[src/led_phase_fault_pkg.sv]
/*
  Shared constants for the eight-channel gate sequencer and fault monitor:
  clock rates, derived tick counts, indicator timing and fault codes.
  Assumes a 40 MHz reference clock; all rates derive from it.
*/
package led_phase_fault_pkg;

  localparam int NUM_CH   = 8;
  localparam int NUM_CTRL = 4;

  // time bases
  localparam int REF_CLK_NS = 25;
  localparam int INT_CLK_NS = 3200;
  localparam int INT_DIV    = INT_CLK_NS / REF_CLK_NS;
  localparam int DIV_W      = $clog2(INT_DIV);

  // phase stagger, in internal clock ticks
  localparam int UNIT_TICKS = 4;
  localparam int MAX_UNITS  = 7;
  // one entry past the longest tap: channel k reads k whole units back
  localparam int HIST_LEN   = MAX_UNITS * UNIT_TICKS + 1;

  // detection timers: least times, rounded up to whole ticks
  localparam int SETTLE_NS     = 13000;
  localparam int QUALIFY_NS    = 13000;
  localparam int SETTLE_TICKS  = (SETTLE_NS + INT_CLK_NS - 1) / INT_CLK_NS;
  localparam int QUALIFY_TICKS = (QUALIFY_NS + INT_CLK_NS - 1) / INT_CLK_NS;
  localparam int TMR_W         = 4;

  // fault indicator toggle rate and low-time quarters
  localparam int FAULT_FREQ_HZ = 80000;
  localparam int FAULT_PERIOD  = 1000000000 / (FAULT_FREQ_HZ * REF_CLK_NS);
  localparam int FAULT_QUARTER = FAULT_PERIOD / 4;
  localparam int PER_W         = $clog2(FAULT_PERIOD);

  // feedback grouping mode pin encoding
  localparam logic [1:0] MODE_TWO   = 2'h0;
  localparam logic [1:0] MODE_FOUR  = 2'h1;
  localparam logic [1:0] MODE_EIGHT = 2'h2;

  // latched channel fault kinds, one-hot
  typedef enum logic [2:0] {
    KIND_STR_OPEN  = 3'h1,
    KIND_STR_SHORT = 3'h2,
    KIND_TR_OPEN   = 3'h4
  } fault_kind_t;

  // indicator low-time selection
  typedef enum logic [4:0] {
    IND_NONE = 5'h01,
    IND_Q1   = 5'h02,
    IND_Q2   = 5'h04,
    IND_Q3   = 5'h08,
    IND_FULL = 5'h10
  } ind_state_t;

endpackage : led_phase_fault_pkg

[src/led_channel_phase_fault_ctrl.sv]
/*
  Gate sequencing and fault supervision for eight external LED string
  transistors: staggered turn-on from four control inputs, comparator
  qualification, fault latching and a duty-coded open-drain indicator.
  Assumes all pin inputs are asynchronous and reset is the power-on reset.
*/
// Notes on behaviour
// RULE1: unit stagger delay is four internal clock cycles, about 13 us.
// RULE2: first control rise turns channel 1 on at once, channel 2 one unit later.
// RULE3: second control turns channel 3 on after two units, channel 4 after three.
// RULE4: third control turns channels 5 and 6 on after four and five units.
// RULE5: fourth control turns channels 7 and 8 on after six and seven units.
// RULE6: four-group mode: first control drives channels 1,2,6,7 at 0,1,5,6 units; the code also drives channel 5 from it.
// RULE7: four-group mode: third control drives channels 3,4,7,8 at 2,3,6,7 units.
// RULE8: stagger applies identically in every grouping mode, eight-group included.
// RULE9: shortest gate pulse is one internal cycle; host keeps pulses at least that long.
// RULE10: faulty channel switches off first, indicator starts afterwards.
// RULE11: indicator toggles at about 80 kHz while reporting.
// RULE12: indicator low duty 25/50/75/100 percent by fault type.
// RULE13: open, short and transistor-open checked only while on; confirmed ones latch.
// RULE14: string-short threshold fixed in two-group mode, pin-set otherwise.
// RULE15: transistor short is continuous, unlatched, with 0.9 V set and 0.7 V release.
// RULE16: overtemperature latches, turns off regulator and all channels, indicator fully low.
// RULE17: after turn-on wait a settle time before sampling comparators.
// RULE18: abnormality confirmed after qualify time, then channel off and notification.
// RULE19: latched errors clear on enable high-low-high or power-on reset.
// RULE20: settle and qualify times are each 13 us; the code rounds each up to five internal cycles, 16 us.
// RULE21: enable high lets controls drive channels; enable low forces all off.
// RULE22: enable change acts on all channels at once, no stagger.
// RULE23: delays and timers are counters of the internal clock.
`timescale 1ns/100ps

module led_channel_phase_fault_ctrl
(
  input  wire logic                                    ref_clk,
  input  wire logic                                    reset,
  input  wire logic [led_phase_fault_pkg::NUM_CTRL-1:0] pwm_control_input,
  input  wire logic                                    enable,
  input  wire logic [1:0]                              feedback_mode,
  input  wire logic [led_phase_fault_pkg::NUM_CH-1:0]   drain_open_cmp,
  input  wire logic [led_phase_fault_pkg::NUM_CH-1:0]   drain_short_cmp,
  input  wire logic [led_phase_fault_pkg::NUM_CH-1:0]   source_open_cmp,
  input  wire logic [led_phase_fault_pkg::NUM_CH-1:0]   source_above_set,
  input  wire logic [led_phase_fault_pkg::NUM_CH-1:0]   source_below_release,
  input  wire logic                                    overtemp_detect,
  output logic      [led_phase_fault_pkg::NUM_CH-1:0]   gate_drive_output,
  output logic                                         short_ref_from_pin,
  output logic                                         regulator_output_enable,
  output logic      [led_phase_fault_pkg::NUM_CH-1:0]   channel_fault_latched,
  output logic                                         fault_indicator_output,
  output logic                                         fault_indicator_oe
);
  import led_phase_fault_pkg::*;

  //////////////////////////////////////////////////////////////////////////////
  // which control inputs drive a channel in a given grouping mode
  function automatic logic [NUM_CTRL-1:0] ctrl_mask(input logic [1:0] mode, input int ch);
    logic [NUM_CTRL-1:0] m;
    m = '0;
    case (mode)
      MODE_FOUR:
      begin
        case (ch)
          0, 1, 4, 5: m = 4'h1;                                 // RULE6
          6:          m = 4'h5;                                 // RULE6 RULE7
          default:    m = 4'h4;                                 // RULE7
        endcase
      end
      MODE_EIGHT: m = 4'h1;                                     // RULE8
      default:    m = NUM_CTRL'(4'h1 << (ch / 2));              // RULE2 RULE3 RULE4 RULE5
    endcase
    return m;
  endfunction : ctrl_mask

  //////////////////////////////////////////////////////////////////////////////
  // input synchronisers: first stage feeds only the second
  localparam int SYN_W = NUM_CTRL + 4 + 5 * NUM_CH;
  logic [SYN_W-1:0] sync_a;
  logic [SYN_W-1:0] sync_b;

  always_ff @(posedge ref_clk)
  begin
    if (reset)
    begin
      sync_a <= '0;
      sync_b <= '0;
    end
    else
    begin
      sync_a <= {pwm_control_input, enable, feedback_mode, overtemp_detect, drain_open_cmp,
                 drain_short_cmp, source_open_cmp, source_above_set, source_below_release};
      sync_b <= sync_a;
    end
  end

  logic [NUM_CTRL-1:0] ctrl_s;
  logic                en_s;
  logic [1:0]          mode_s;
  logic                ot_s;
  logic [NUM_CH-1:0]   d_open_s;
  logic [NUM_CH-1:0]   d_short_s;
  logic [NUM_CH-1:0]   s_open_s;
  logic [NUM_CH-1:0]   s_high_s;
  logic [NUM_CH-1:0]   s_low_s;

  assign {ctrl_s, en_s, mode_s, ot_s, d_open_s, d_short_s, s_open_s, s_high_s, s_low_s} = sync_b;

  //////////////////////////////////////////////////////////////////////////////
  // internal clock: one-cycle tick every INT_DIV reference cycles
  logic [DIV_W-1:0] div_cnt;
  logic             tick;

  always_ff @(posedge ref_clk)
  begin
    if (reset)
      div_cnt <= '0;
    else if (div_cnt == DIV_W'(INT_DIV - 1))
      div_cnt <= '0;
    else
      div_cnt <= div_cnt + 1'b1;
  end

  assign tick = (div_cnt == DIV_W'(INT_DIV - 1));                // RULE23

  //////////////////////////////////////////////////////////////////////////////
  // control history, one entry per internal tick; sampling at tick rate is
  // what makes one internal cycle the shortest pulse that survives
  logic [NUM_CTRL-1:0] hist [HIST_LEN];

  always_ff @(posedge ref_clk)
  begin
    if (reset)
      hist <= '{default: '0};
    else if (tick)                                              // RULE9 RULE23
    begin
      hist[0] <= ctrl_s;
      for (int i = 1; i < HIST_LEN; i++)
        hist[i] <= hist[i-1];
    end
  end

  //////////////////////////////////////////////////////////////////////////////
  // enable edge tracking and latched-error release
  logic en_prev;
  logic en_rise;

  always_ff @(posedge ref_clk)
  begin
    if (reset)
      en_prev <= 1'b0;
    else
      en_prev <= en_s;
  end

  assign en_rise = en_s & ~en_prev;                              // RULE19

  // overtemperature: latched, released like channel faults
  logic ot_latched;

  always_ff @(posedge ref_clk)
  begin
    if (reset)
      ot_latched <= 1'b0;
    else
      ot_latched <= ot_s | (ot_latched & ~en_rise);               // RULE16 RULE19
  end

  assign regulator_output_enable = ~ot_latched;                 // RULE16
  assign short_ref_from_pin      = (mode_s != MODE_TWO);        // RULE14

  //////////////////////////////////////////////////////////////////////////////
  // per-channel sequencing and fault qualification
  logic [NUM_CH-1:0] kind_open;
  logic [NUM_CH-1:0] kind_short;
  logic [NUM_CH-1:0] kind_tr_open;
  logic [NUM_CH-1:0] tr_short;

  for (genvar ch = 0; ch < NUM_CH; ch++)
  begin : g_ch
    logic [NUM_CTRL-1:0] tap;
    logic                req;
    logic                next_gate;
    logic [TMR_W-1:0]    settle_cnt;
    logic [TMR_W-1:0]    qual_cnt;
    logic                settled;
    logic                abnormal;
    fault_kind_t         seen;
    logic [2:0]          latched;

    // channel k turns on k unit delays after its control input
    if (ch == 0)
    begin : g_now
      assign tap = ctrl_s;                                      // RULE2
    end
    else
    begin : g_late
      assign tap = hist[ch * UNIT_TICKS];                       // RULE1 RULE3 RULE4 RULE5
    end

    assign req = |(ctrl_mask(mode_s, ch) & tap);
    // enable and shutdown act directly, outside the stagger
    assign next_gate = en_s & req & ~(|latched) & ~ot_latched;  // RULE21 RULE22 RULE10 RULE16

    always_ff @(posedge ref_clk)
    begin
      if (reset)
        gate_drive_output[ch] <= 1'b0;
      else
        gate_drive_output[ch] <= next_gate;
    end

    // settle timer runs in internal ticks while the gate is on
    always_ff @(posedge ref_clk)
    begin
      if (reset || !gate_drive_output[ch])
        settle_cnt <= '0;
      else if (tick && !settled)
        settle_cnt <= settle_cnt + 1'b1;                        // RULE17 RULE20
    end

    assign settled  = (settle_cnt == TMR_W'(SETTLE_TICKS));
    assign abnormal = gate_drive_output[ch] & settled &
                      (d_open_s[ch] | d_short_s[ch] | s_open_s[ch]);  // RULE13

    // short threshold selection is analog; drain_short_cmp already reflects it
    always_ff @(posedge ref_clk)
    begin
      if (reset || !abnormal)
        qual_cnt <= '0;
      else if (tick && qual_cnt != TMR_W'(QUALIFY_TICKS))
        qual_cnt <= qual_cnt + 1'b1;                            // RULE18 RULE20
    end

    always_comb
    begin
      if (d_open_s[ch])
        seen = KIND_STR_OPEN;
      else if (d_short_s[ch])
        seen = KIND_STR_SHORT;
      else
        seen = KIND_TR_OPEN;
    end

    // a confirm in the release cycle wins over the release
    always_ff @(posedge ref_clk)
    begin
      if (reset)
        latched <= '0;
      else if (abnormal && qual_cnt == TMR_W'(QUALIFY_TICKS))
        latched <= latched | seen;                              // RULE13 RULE18
      else if (en_rise)
        latched <= '0;                                          // RULE19
    end

    assign kind_open[ch]    = latched[0];
    assign kind_short[ch]   = latched[1];
    assign kind_tr_open[ch] = latched[2];
    assign channel_fault_latched[ch] = |latched;

    // transistor short: hysteretic, never latched, never gates the channel
    always_ff @(posedge ref_clk)
    begin
      if (reset)
        tr_short[ch] <= 1'b0;
      else if (s_high_s[ch])
        tr_short[ch] <= 1'b1;                                   // RULE15
      else if (s_low_s[ch])
        tr_short[ch] <= 1'b0;                                   // RULE15
    end
  end

  //////////////////////////////////////////////////////////////////////////////
  // indicator: registered one cycle behind the latches, so the gate is
  // already off when the first low phase starts
  ind_state_t ind;
  ind_state_t next_ind;

  always_comb
  begin
    if (ot_latched || (|tr_short))
      next_ind = IND_FULL;                                      // RULE12 RULE16
    else if (|kind_tr_open)
      next_ind = IND_Q3;
    else if (|kind_short)
      next_ind = IND_Q2;
    else if (|kind_open)
      next_ind = IND_Q1;
    else
      next_ind = IND_NONE;
  end

  always_ff @(posedge ref_clk)
  begin
    if (reset)
      ind <= IND_NONE;
    else
      ind <= next_ind;                                          // RULE10
  end

  logic [PER_W-1:0] per_cnt;
  logic [PER_W-1:0] low_len;

  always_ff @(posedge ref_clk)
  begin
    if (reset || ind == IND_NONE)
      per_cnt <= '0;
    else if (per_cnt == PER_W'(FAULT_PERIOD - 1))
      per_cnt <= '0;                                            // RULE11
    else
      per_cnt <= per_cnt + 1'b1;
  end

  always_comb
  begin
    case (ind)
      IND_Q1:   low_len = PER_W'(FAULT_QUARTER);                // RULE12
      IND_Q2:   low_len = PER_W'(2 * FAULT_QUARTER);            // RULE12
      IND_Q3:   low_len = PER_W'(3 * FAULT_QUARTER);            // RULE12
      default:  low_len = '0;
    endcase
  end

  // open drain: output data is always low, enable pulls the line
  assign fault_indicator_output = 1'b0;

  always_ff @(posedge ref_clk)
  begin
    if (reset)
      fault_indicator_oe <= 1'b0;
    else
      fault_indicator_oe <= (ind == IND_FULL) ||
                            ((ind != IND_NONE) && (per_cnt < low_len));  // RULE11 RULE12
  end

endmodule : led_channel_phase_fault_ctrl

[config.mk]
export PLATFORM = sky130hd
export DESIGN_NAME = led_channel_phase_fault_ctrl
export DESIGN_NICKNAME = d
export VERILOG_FILES = /design/src/led_phase_fault_pkg.sv /design/src/led_channel_phase_fault_ctrl.sv
export SDC_FILE = /design/constraint.sdc
export NUM_CORES = 1
export LEC_CHECK = 0
export ABC_AREA = 1
export ABC_CLOCK_PERIOD_IN_PS = 1950
export BUFFER_PORTS_ARGS = -buffer_cell sky130_fd_sc_hd__buf_2
export CAP_MARGIN = 20
export CORE_MARGIN = 5
export CORE_UTILIZATION = 55
export DETAILED_ROUTE_END_ITERATION = 7
export PLACE_DENSITY = 0.76
export SETUP_SLACK_MARGIN = 0.2
export SYNTH_ARGS = -nofsm -noshare
export SYNTH_HDL_FRONTEND = slang
export SYNTH_SLANG_ARGS = --single-unit
[constraint.sdc]
create_clock -name ref_clk -period 1.95 [get_ports ref_clk]
set_clock_uncertainty 0.1 [all_clocks]
set_input_delay 0.2925 -clock ref_clk [delete_from_list [all_inputs] [get_ports ref_clk]]
set_output_delay 0.2925 -clock ref_clk [all_outputs]
set_load 0.03 [all_outputs]
After elaboration in Yosys (flattened, before gate mapping)
Index checks and enable logic that the tools add are counted.
{"block": "totals", "ram_bits": 0, "latch_bits": 0, "mem_bits_ro": 0, "register_bits": 340, "input_bits": 50, "out_inout_bits": 20, "memories": 0}
{"block": "op_classes", "n_addsub": 18, "bitwise_logic": 84, "shifts": 0, "reduce_logical": 109, "eq_ne": 34, "n_div": 0, "n_lt_le_gt_ge": 1, "multipliers": 0, "n_mux": 50}
{"op": "two-way mux 3 bit", "n": 27}
{"op": "adder 4 x 1 -> 4 bit, second input constant", "n": 16}
{"op": "equality test 4 x 3 -> 1 bit, second input constant", "n": 16}
{"op": "bitwise AND 1 bit", "n": 42}
{"op": "nonzero test 2 bit", "n": 17}
{"op": "!= test 4 x 3 -> 1 bit, second input constant", "n": 8}
{"op": "OR reduction 8 bit", "n": 4}
{"op": "case mux 9 bit (3 select lines)", "n": 1}
{"op": "logical AND 1 bit", "n": 25}
{"op": "bitwise AND 4 bit", "n": 6}
{"op": "zero test 1 bit", "n": 24}
{"op": "bitwise OR 3 bit", "n": 8}
{"op": "OR reduction 3 bit", "n": 8}
{"op": "OR reduction 4 bit", "n": 6}
{"op": "logical OR 1 bit", "n": 19}
{"op": "OR reduction 18 bit", "n": 1}
{"op": "bitwise OR 1 bit", "n": 17}
{"op": "two-way mux 1 bit", "n": 16}
{"op": "case mux 4 bit (2 select lines)", "n": 2}
{"op": "inverter 1 bit", "n": 11}
{"op": "OR reduction 10 bit", "n": 1}
{"op": "adder 9 x 1 -> 9 bit, second input constant", "n": 1}
{"op": "equality test 9 bit, second input constant", "n": 1}
{"op": "less-than comparator 9 bit", "n": 1}
{"op": "15 further kinds", "n": 18}

Logic depth before layout (Yosys ltp)
Gate-level depths: netlist of run 1.
{"block": "depth", "ltp_word": 8, "depth_mapped": 13, "mapped_depth_nobuf": 13}

Worst setup path after synthesis of run 1
No wires, ideal clock.
{"block": "synth_path", "kind": "register to register", "startpoint": "register ind[1]", "endpoint": "register fault_indicator_oe", "n_path_buf": 0, "t_arrival_ps": 1742, "stages_incl_launch_ff": 13, "setup_slack_ps": -25, "cell_sequence": "dfxtp_1 -> nor2_1 -> inv_1 -> nor4_1 -> nor3_1 -> ha_1 -> nand2_1 -> nor2_1 -> inv_1 -> a21oi_1 -> nor2_1 -> nand2_1 -> a21oi_1"}
{"block": "synth_between", "elab_chain_cells": 5, "word_cells_on_any_way": 9}
{"element": "start: declaration", "line_no": "led_channel_phase_fault_ctrl.sv:275", "rtl": "ind_state_t ind;"}
{"element": "start signal: assignment", "line_no": "led_channel_phase_fault_ctrl.sv:297", "rtl": "ind <= next_ind;"}
{"element": "equality test 5 x 4 -> 1 bit, or another cell as far along", "line_no": "led_channel_phase_fault_ctrl.sv:315", "rtl": "case (ind)"}
{"element": "case mux 9 bit (3 select lines)", "line_no": "led_channel_phase_fault_ctrl.sv:315"}
{"element": "less-than comparator 9 bit", "line_no": "led_channel_phase_fault_ctrl.sv:332", "rtl": "((ind != IND_NONE) && (per_cnt < low_len));"}
{"element": "logical AND 1 bit", "line_no": "led_channel_phase_fault_ctrl.sv:332"}
{"element": "logical OR 1 bit *", "line_no": "led_channel_phase_fault_ctrl.sv:331", "rtl": "fault_indicator_oe <= (ind == IND_FULL) ||"}
{"element": "end signal: assignment", "line_no": "led_channel_phase_fault_ctrl.sv:331"}
{"element": "end: declaration", "line_no": "led_channel_phase_fault_ctrl.sv:51", "rtl": "output logic fault_indicator_oe"}
Every way passes the cells marked *; elsewhere a longest branch is shown, timed or not.
A chain may end at the register's enable or synchronous reset.

Worst setup path after layout of run 1
Same ends and word-level chain as after synthesis.

==> run metrics, run 1 <==
Register Area=6507 µm²; total CTS buffers=31; Power, Total=around 13 mW; met2 Resource Use GR=0.3384; fin crit share=0.9800; post-synth top area share=0.5138; min-delay src=sync_a[37]; met3 Use GR=0.03394; Area Growth Syn to Fin=21.76%; #FFs+latches synth=around 320; Slew @ Worst Pin=0.5323 ns; IO Pins=70; hold slack=0.2994 ns; RSZ-0062 raised after global routing=true; vias per cell=5.007; Synth warnings=0; area taken by multi-input logic gates=slightly above 5000 µm²; CTS clk-pin slew, worst paths=0.06 ns; gr busiest metal=met2; CTS tree=done; worst setup path startpoint=ind[1]; clk_lat worst skew=0.57 ns; Setup CP Type=reg2reg; register share of total power=0.504; Rel. slew slack=0.6452; crit-path max FO=3; combinational share of power=0.041; vias in the first global route=around 9.5k; Tmin final=1.911 ns; crit path DAT=2.31 ns; CP Launch Type=flop; grt ovf=0; Top FF cell, synth=dfxtp_1; Register-to-Register Setup Slack=0.04 ns; Tot GR Track Use=0.1953; Diodes inserted=0; Synth Area per Inst=~7.7 µm²; first-pass GRT wire length=43530 µm; Fin. Hold Viols=0; largest net degree at the start of global routing=74; H-tree levels=1; Die Area=26080 µm²; DR iter-0 viols=703; design area=15370 µm²; async set-or-reset flop fraction in the synthesized netlist=0; layout cell share with drive strength beyond 1=0.1291; P per Cell Area=roughly 880 nW/µm²; Max IR drop VDD=0.0007476 V; area leader, netlist=dfxtp_1; Critical R2R Capture=fault_indicator_oe; fmax=523.3 MHz; average routed wire per standard cell=13.05 µm; outcome=finished clean; site row count=55; Final GP Congestion=0.8030; routing usage on met1=0.2478; Leakage=6.354 nW; Post-Synthesis Cells=1629; Clock power frac=0.454; TNS Setup=0 ns; crit path to=fault_indicator_oe; largest cells by area after synthesis=dfxtp_1 51%, nor2_1 11%, inv_1 7.1%, nand2_1 5.6%, ha_1 4.5%; Pint=10.67 mW; Sw Pwr=roughly 2.8 mW; Initial Util=0.5576; Layout Nets=1849; Core ar.=22640 µm²; Max-Cap Viols=0; Crit path required time=roughly 2.4 ns; Die H=between 150 and 200 µm; 1st-pass router iterations=5; Die X=161.5 µm; Worst Setup End Kind=flop; WL final=approximately 27000 µm; initial antenna violation count=0; Hold Path Class=reg2reg; syn nets=1724; clock sink count=324; R2R depth=13; FILL cells=1705; clk buf depth=3; switching part of the total=0.2083; EDFF count, synth=0; antenna viol nets, final=0; final setup fails=0; post-synthesis sequential area ratio=0.5138; DRC viols=0; Final Max Tran Viols=0; Post-DP Area=13220 µm²; CTS root buffer=clkbuf_16; reg2reg start=ind[1]; HPWL after DPL=roughly 16000 µm; Netlist cell types=33; I/O Buffers=68; detailed-route via count=approximately 10k; Mapped Area=12620 µm²
==> stage by stage <==
stage | utilization | std cells | setup slack (ns)
floorplan | - | 1629 | 0.1761
global placement | 0.5840 | 1937 | 0.03686
detailed placement | 0.5840 | 1937 | -0.05068
CTS | 0.6639 | 2046 | 0.02041
global route | 0.6790 | 2059 | -0.06911
finish | 0.6790 | 2059 | 0.03901
==> kinds of logic (layout without fill, tap and decap cells) <==
logic type,Yosys count,count (layout),share of synthesized area
AO/OA/AOI/OAI,236,236,0.09544
XOR/XNOR,35,35,0.02428
adder cells (fa/ha/maj),45,45,0.04460
buffers and inverters,300,445,0.09673
flip-flops,324,324,0.5138
other,1,1,0.0002970
AND/OR/NAND/NOR,688,688,0.2249
==> worst max-delay path: stages (launching register included) <==
cell and delay (ns):
dfxtp_4 0.36, nor2_4 0.04, buf_4 0.13, nand3_4 0.09, inv_4 0.04, nor3_4 0.27
ha_1 0.28, nand2_1 0.07, nor2_2 0.04, inv_1 0.07, a21oi_2 0.04, nor2_1 0.11
nand2_1 0.08, a21oi_2 0.12
==> layer usage <==
layer / wire, µm / vias up
li1: - / 5325
met1: 11820 / 4714
met2: 13020 / 206
met3: 1233 / 64
met4: 801 / 0
met5: 0 / -
==> worst min-delay path by stage <==
stage | end | slack [ns] | cells past startpoint
floorplan | sync_b[0] | 0.29 | 2
global placement | sync_b[47] | 0.29 | 2
detailed placement | sync_b[8] | 0.29 | 2
CTS | sync_b[45] | 0.30 | 2
global route | sync_b[11] | 0.31 | 2
finish | sync_b[37] | 0.30 | 2
==> power groups by stage <==
stage | registers [mW] | clock network, mW | logic (mW)
floorplan | 6.93 | 0 | 0.297
global placement | 6.93 | 0 | 0.436
detailed placement | 6.94 | 0 | 0.445
CTS | 6.79 | 6.23 | 0.537
global route | 6.80 | 6.53 | 0.627
finish | 6.79 | 6.12 | 0.558
==> cell usage after synthesis (all sizes together), types with 5 or more instances <==
library cell,count
nor2,364
dfxtp,324
inv,240
nand2,188
o21ai,124
a21oi,103
nand3,74
ha,45
clkbuf,36
xor2,33
nor3,26
buf,23
nand3b,17
nor4,5
==> timing repair <==
action / CTS / global route
pin swaps: 7 / 21
resized for setup: 52 / 60
gates cloned: 2 / 2
buffers inserted: 5 / 11
hold endpoints to repair: 49 / 0
endpoints found under the setup margin: 107 / 136
hold buffers: 49 / 0
==> sequential cells by signal, indices dropped and copies added (netlist names) <==
name                flops
ind                     5
tr_short                8
per_cnt                 9
fault_indicator_oe      1
g_ch.tap               24
g_ch.latched           24
en_prev                 1
ot_latched              1
g_ch.settle_cnt        32
g_ch.qual_cnt          32
sync_a                 48
hist                   76
gate_drive_output       8
div_cnt                 7
sync_b                 48
==> cell usage in the layout (no fill, tap or decap), drive strengths merged <==
master,n
nand2,188
nor3b,4
dfxtp,324
nand3b,17
xnor2,2
nand4,4
and3,2
or2,3
a221oi,1
bufinv,3
clkinv,2
a31oi,1
xor2,33
o21ai,124
dlygate4sd3,49
buf,100
conb,1
nor4,5
nand3,74
nor3,26
clkbuf,49
a21oi,103
inv,242
nor2,364
a22oi,2
ha,45
a211oi,4
or3,1
a311oi,1
==> cell type report <==
cell class	count	share of cell area
clock inverters	6	0.007814
clock buffers	47	0.06088
multi-input cells	1005	0.3375
flip-flops and latches	324	0.4233
well taps	285	0.02320
repair buffers	151	0.08750
inverters	241	0.05982
Note: power is estimated with default switching activity, not from simulation.
==> run 2: changes to the inputs <==
PLACE_DENSITY = default   (was 0.76)
PLACE_DENSITY_LB_ADDON = 0.05   (was default)
==> run metrics, run 2 (synthesis results as in run 1) <==
IO Pins=70 (unchanged); first-pass GRT wire length=43240 µm (was 43530 µm); fmax=526.0 MHz (was 523.3 MHz); crit-path max FO=4 (was 3); vias per cell=4.913 (was 5.007); final setup fails=0 (unchanged); clk buf depth=3 (unchanged); Max-Cap Viols=0 (unchanged); clock sink count=324 (unchanged); Tot GR Track Use=0.1945 (was 0.1953); site row count=55 (unchanged); Layout Nets=1861 (was 1849); WL final=27080 µm (was 26870 µm); average routed wire per standard cell=13.07 µm (was 13.05 µm); CTS clk-pin slew, worst paths=0.06 ns (about the same); Leakage=6.444 nW (was 6.354 nW); Post-DP Area=13250 µm² (was 13220 µm²); design area=15480 µm² (was 15370 µm²); RSZ-0062 raised after global routing=true (unchanged); vias in the first global route=9449 (was 9498); layout cell share with drive strength beyond 1=0.1170 (was 0.1291); Initial Util=0.5576 (unchanged); CTS tree=done (unchanged); Final Max Tran Viols=0 (unchanged); Setup CP Type=reg2reg (unchanged); most frequent cells in the layout=354 x nor2_1, 317 x dfxtp_1, 234 x inv_1 (was 352 x nor2_1, 309 x dfxtp_1, 226 x inv_1); DR iter-0 viols=705 (was 703); CTS root buffer=clkbuf_16 (unchanged); Tmin final=1.901 ns (was 1.911 ns); Rel. slew slack=0.6414 (was 0.6452); Crit path required time=2.23 ns (was 2.35 ns); clk_lat worst skew=0.51 ns (was 0.57 ns); H-tree levels=2 (was 1); Die H=161.5 µm (unchanged); I/O Buffers=68 (unchanged); crit path DAT=2.18 ns (was 2.31 ns); largest net degree at the start of global routing=116 (was 74); most common cell after layout, fill and taps aside=nor2_1 (unchanged); Core ar.=22640 µm² (unchanged); Area Growth Syn to Fin=22.62% (was 21.76%); initial antenna violation count=0 (unchanged); Largest register FFs=76 (unchanged); total CTS buffers=35 (was 31); top flop regs=hist (76), sync_a (48), sync_b (48) (unchanged); Power, Total=13.65 mW (was 13.47 mW); Final GP Congestion=0.8143 (was 0.8030); DRC viols=0 (unchanged); Hold Path Class=reg2reg (unchanged); HPWL after DPL=16470 µm (was 16240 µm); grt ovf=0 (unchanged); detailed-route via count=10.17k (was 10.31k); Most flops, register=hist (unchanged); antenna viol nets, final=0 (unchanged); CP Launch Type=flop (unchanged); Fin. Hold Viols=0 (unchanged); TNS Setup=0 ns (unchanged); fin crit share=0.9749 (was 0.9800); Slew @ Worst Pin=0.5373 ns (was 0.5323 ns); hold slack=0.2956 ns (was 0.2994 ns); 1st-pass router iterations=5 (unchanged); Die Area=26080 µm² (unchanged); Die X=161.5 µm (unchanged); outcome=finished clean (unchanged); Worst Setup End Kind=flop (unchanged); P per Cell Area=881.9 nW/µm² (was 876.6 nW/µm²); Max IR drop VDD=0.0006240 V (was 0.0007476 V); Diodes inserted=0 (unchanged)
## run 2: cell types whose count changed in the layout (fill, tap and decap cells not counted), moves of 4 or more
cell / previous run / this run
a21oi_1: 94 / 101
a21oi_2: 9 / 2
clkbuf_16: 33 / 46
clkbuf_8: 10 / 6
dfxtp_1: 309 / 317
dfxtp_2: 14 / 6
inv_1: 226 / 234
inv_2: 13 / 6
nor2_2: 6 / 2
o21ai_0: 98 / 94
o21ai_1: 26 / 30
## run 2: per-stage QoR
stage / std cells / util / setup WS (ns)
finish: 2071 / 0.6837 / 0.04889
global route: 2071 / 0.6837 / -0.1588
floorplan: 1629 / - / 0.1761
CTS: 2046 / 0.6606 / 0.07011
global placement: 1939 / 0.5852 / 0.03771
detailed placement: 1939 / 0.5852 / -0.01122
## run 2: layout make-up
type | instances | area [µm²]
inverter | 241 | 912.1
timing repair buffer | 159 | 1523
fill | 1840 | 7161
sequential | 324 | 6497
clock buffer | 48 | 1006
multi-input combinational | 1005 | 5094
clock inverter | 9 | 91.34
tap | 285 | 356.6
## run 2: final timing paths
kind	from	end	slack, ns	cells past startpoint
worst max-delay path	ind[1]	fault_indicator_oe	0.05	12
worst max register to register	ind[1]	fault_indicator_oe	0.05	12
worst min register to register	sync_a[18]	sync_b[18]	0.30	2
worst min-delay path	sync_a[18]	sync_b[18]	0.30	2
## run 2: critical path: stages (launching register included)
cell and delay, ns:
dfxtp_2 0.34, nor2_4 0.12, inv_2 0.05, nor4_4 0.30, nor3_2 0.10, ha_1 0.30, nand2_1 0.06, nor2_2 0.09
inv_1 0.04, a21oi_1 0.11, nor2_1 0.05, nand2_1 0.06, a21oi_2 0.05
## run 2: repair_timing
action,4_1_cts,5_1_grt
cloned,1,13
endpoints found under the setup margin,48,144
hold buffers,49,0
setup buffers,0,12
gates resized for setup,30,46
pin swaps,0,9
hold endpoints to repair,52,0
## run 2: where the power goes
part	internal, mW	total [mW]	switching, mW
combinational	0.239	0.536	0.297
sequential	6.74	6.80	0.0539
clock	3.74	6.32	2.58
## run 2: metal layers
layer  wire length [µm]  GRT usage
met2              12960     0.3328
met3               1146    0.03445
met4                509    0.05894
met1              12460     0.2521
met5                  0          0
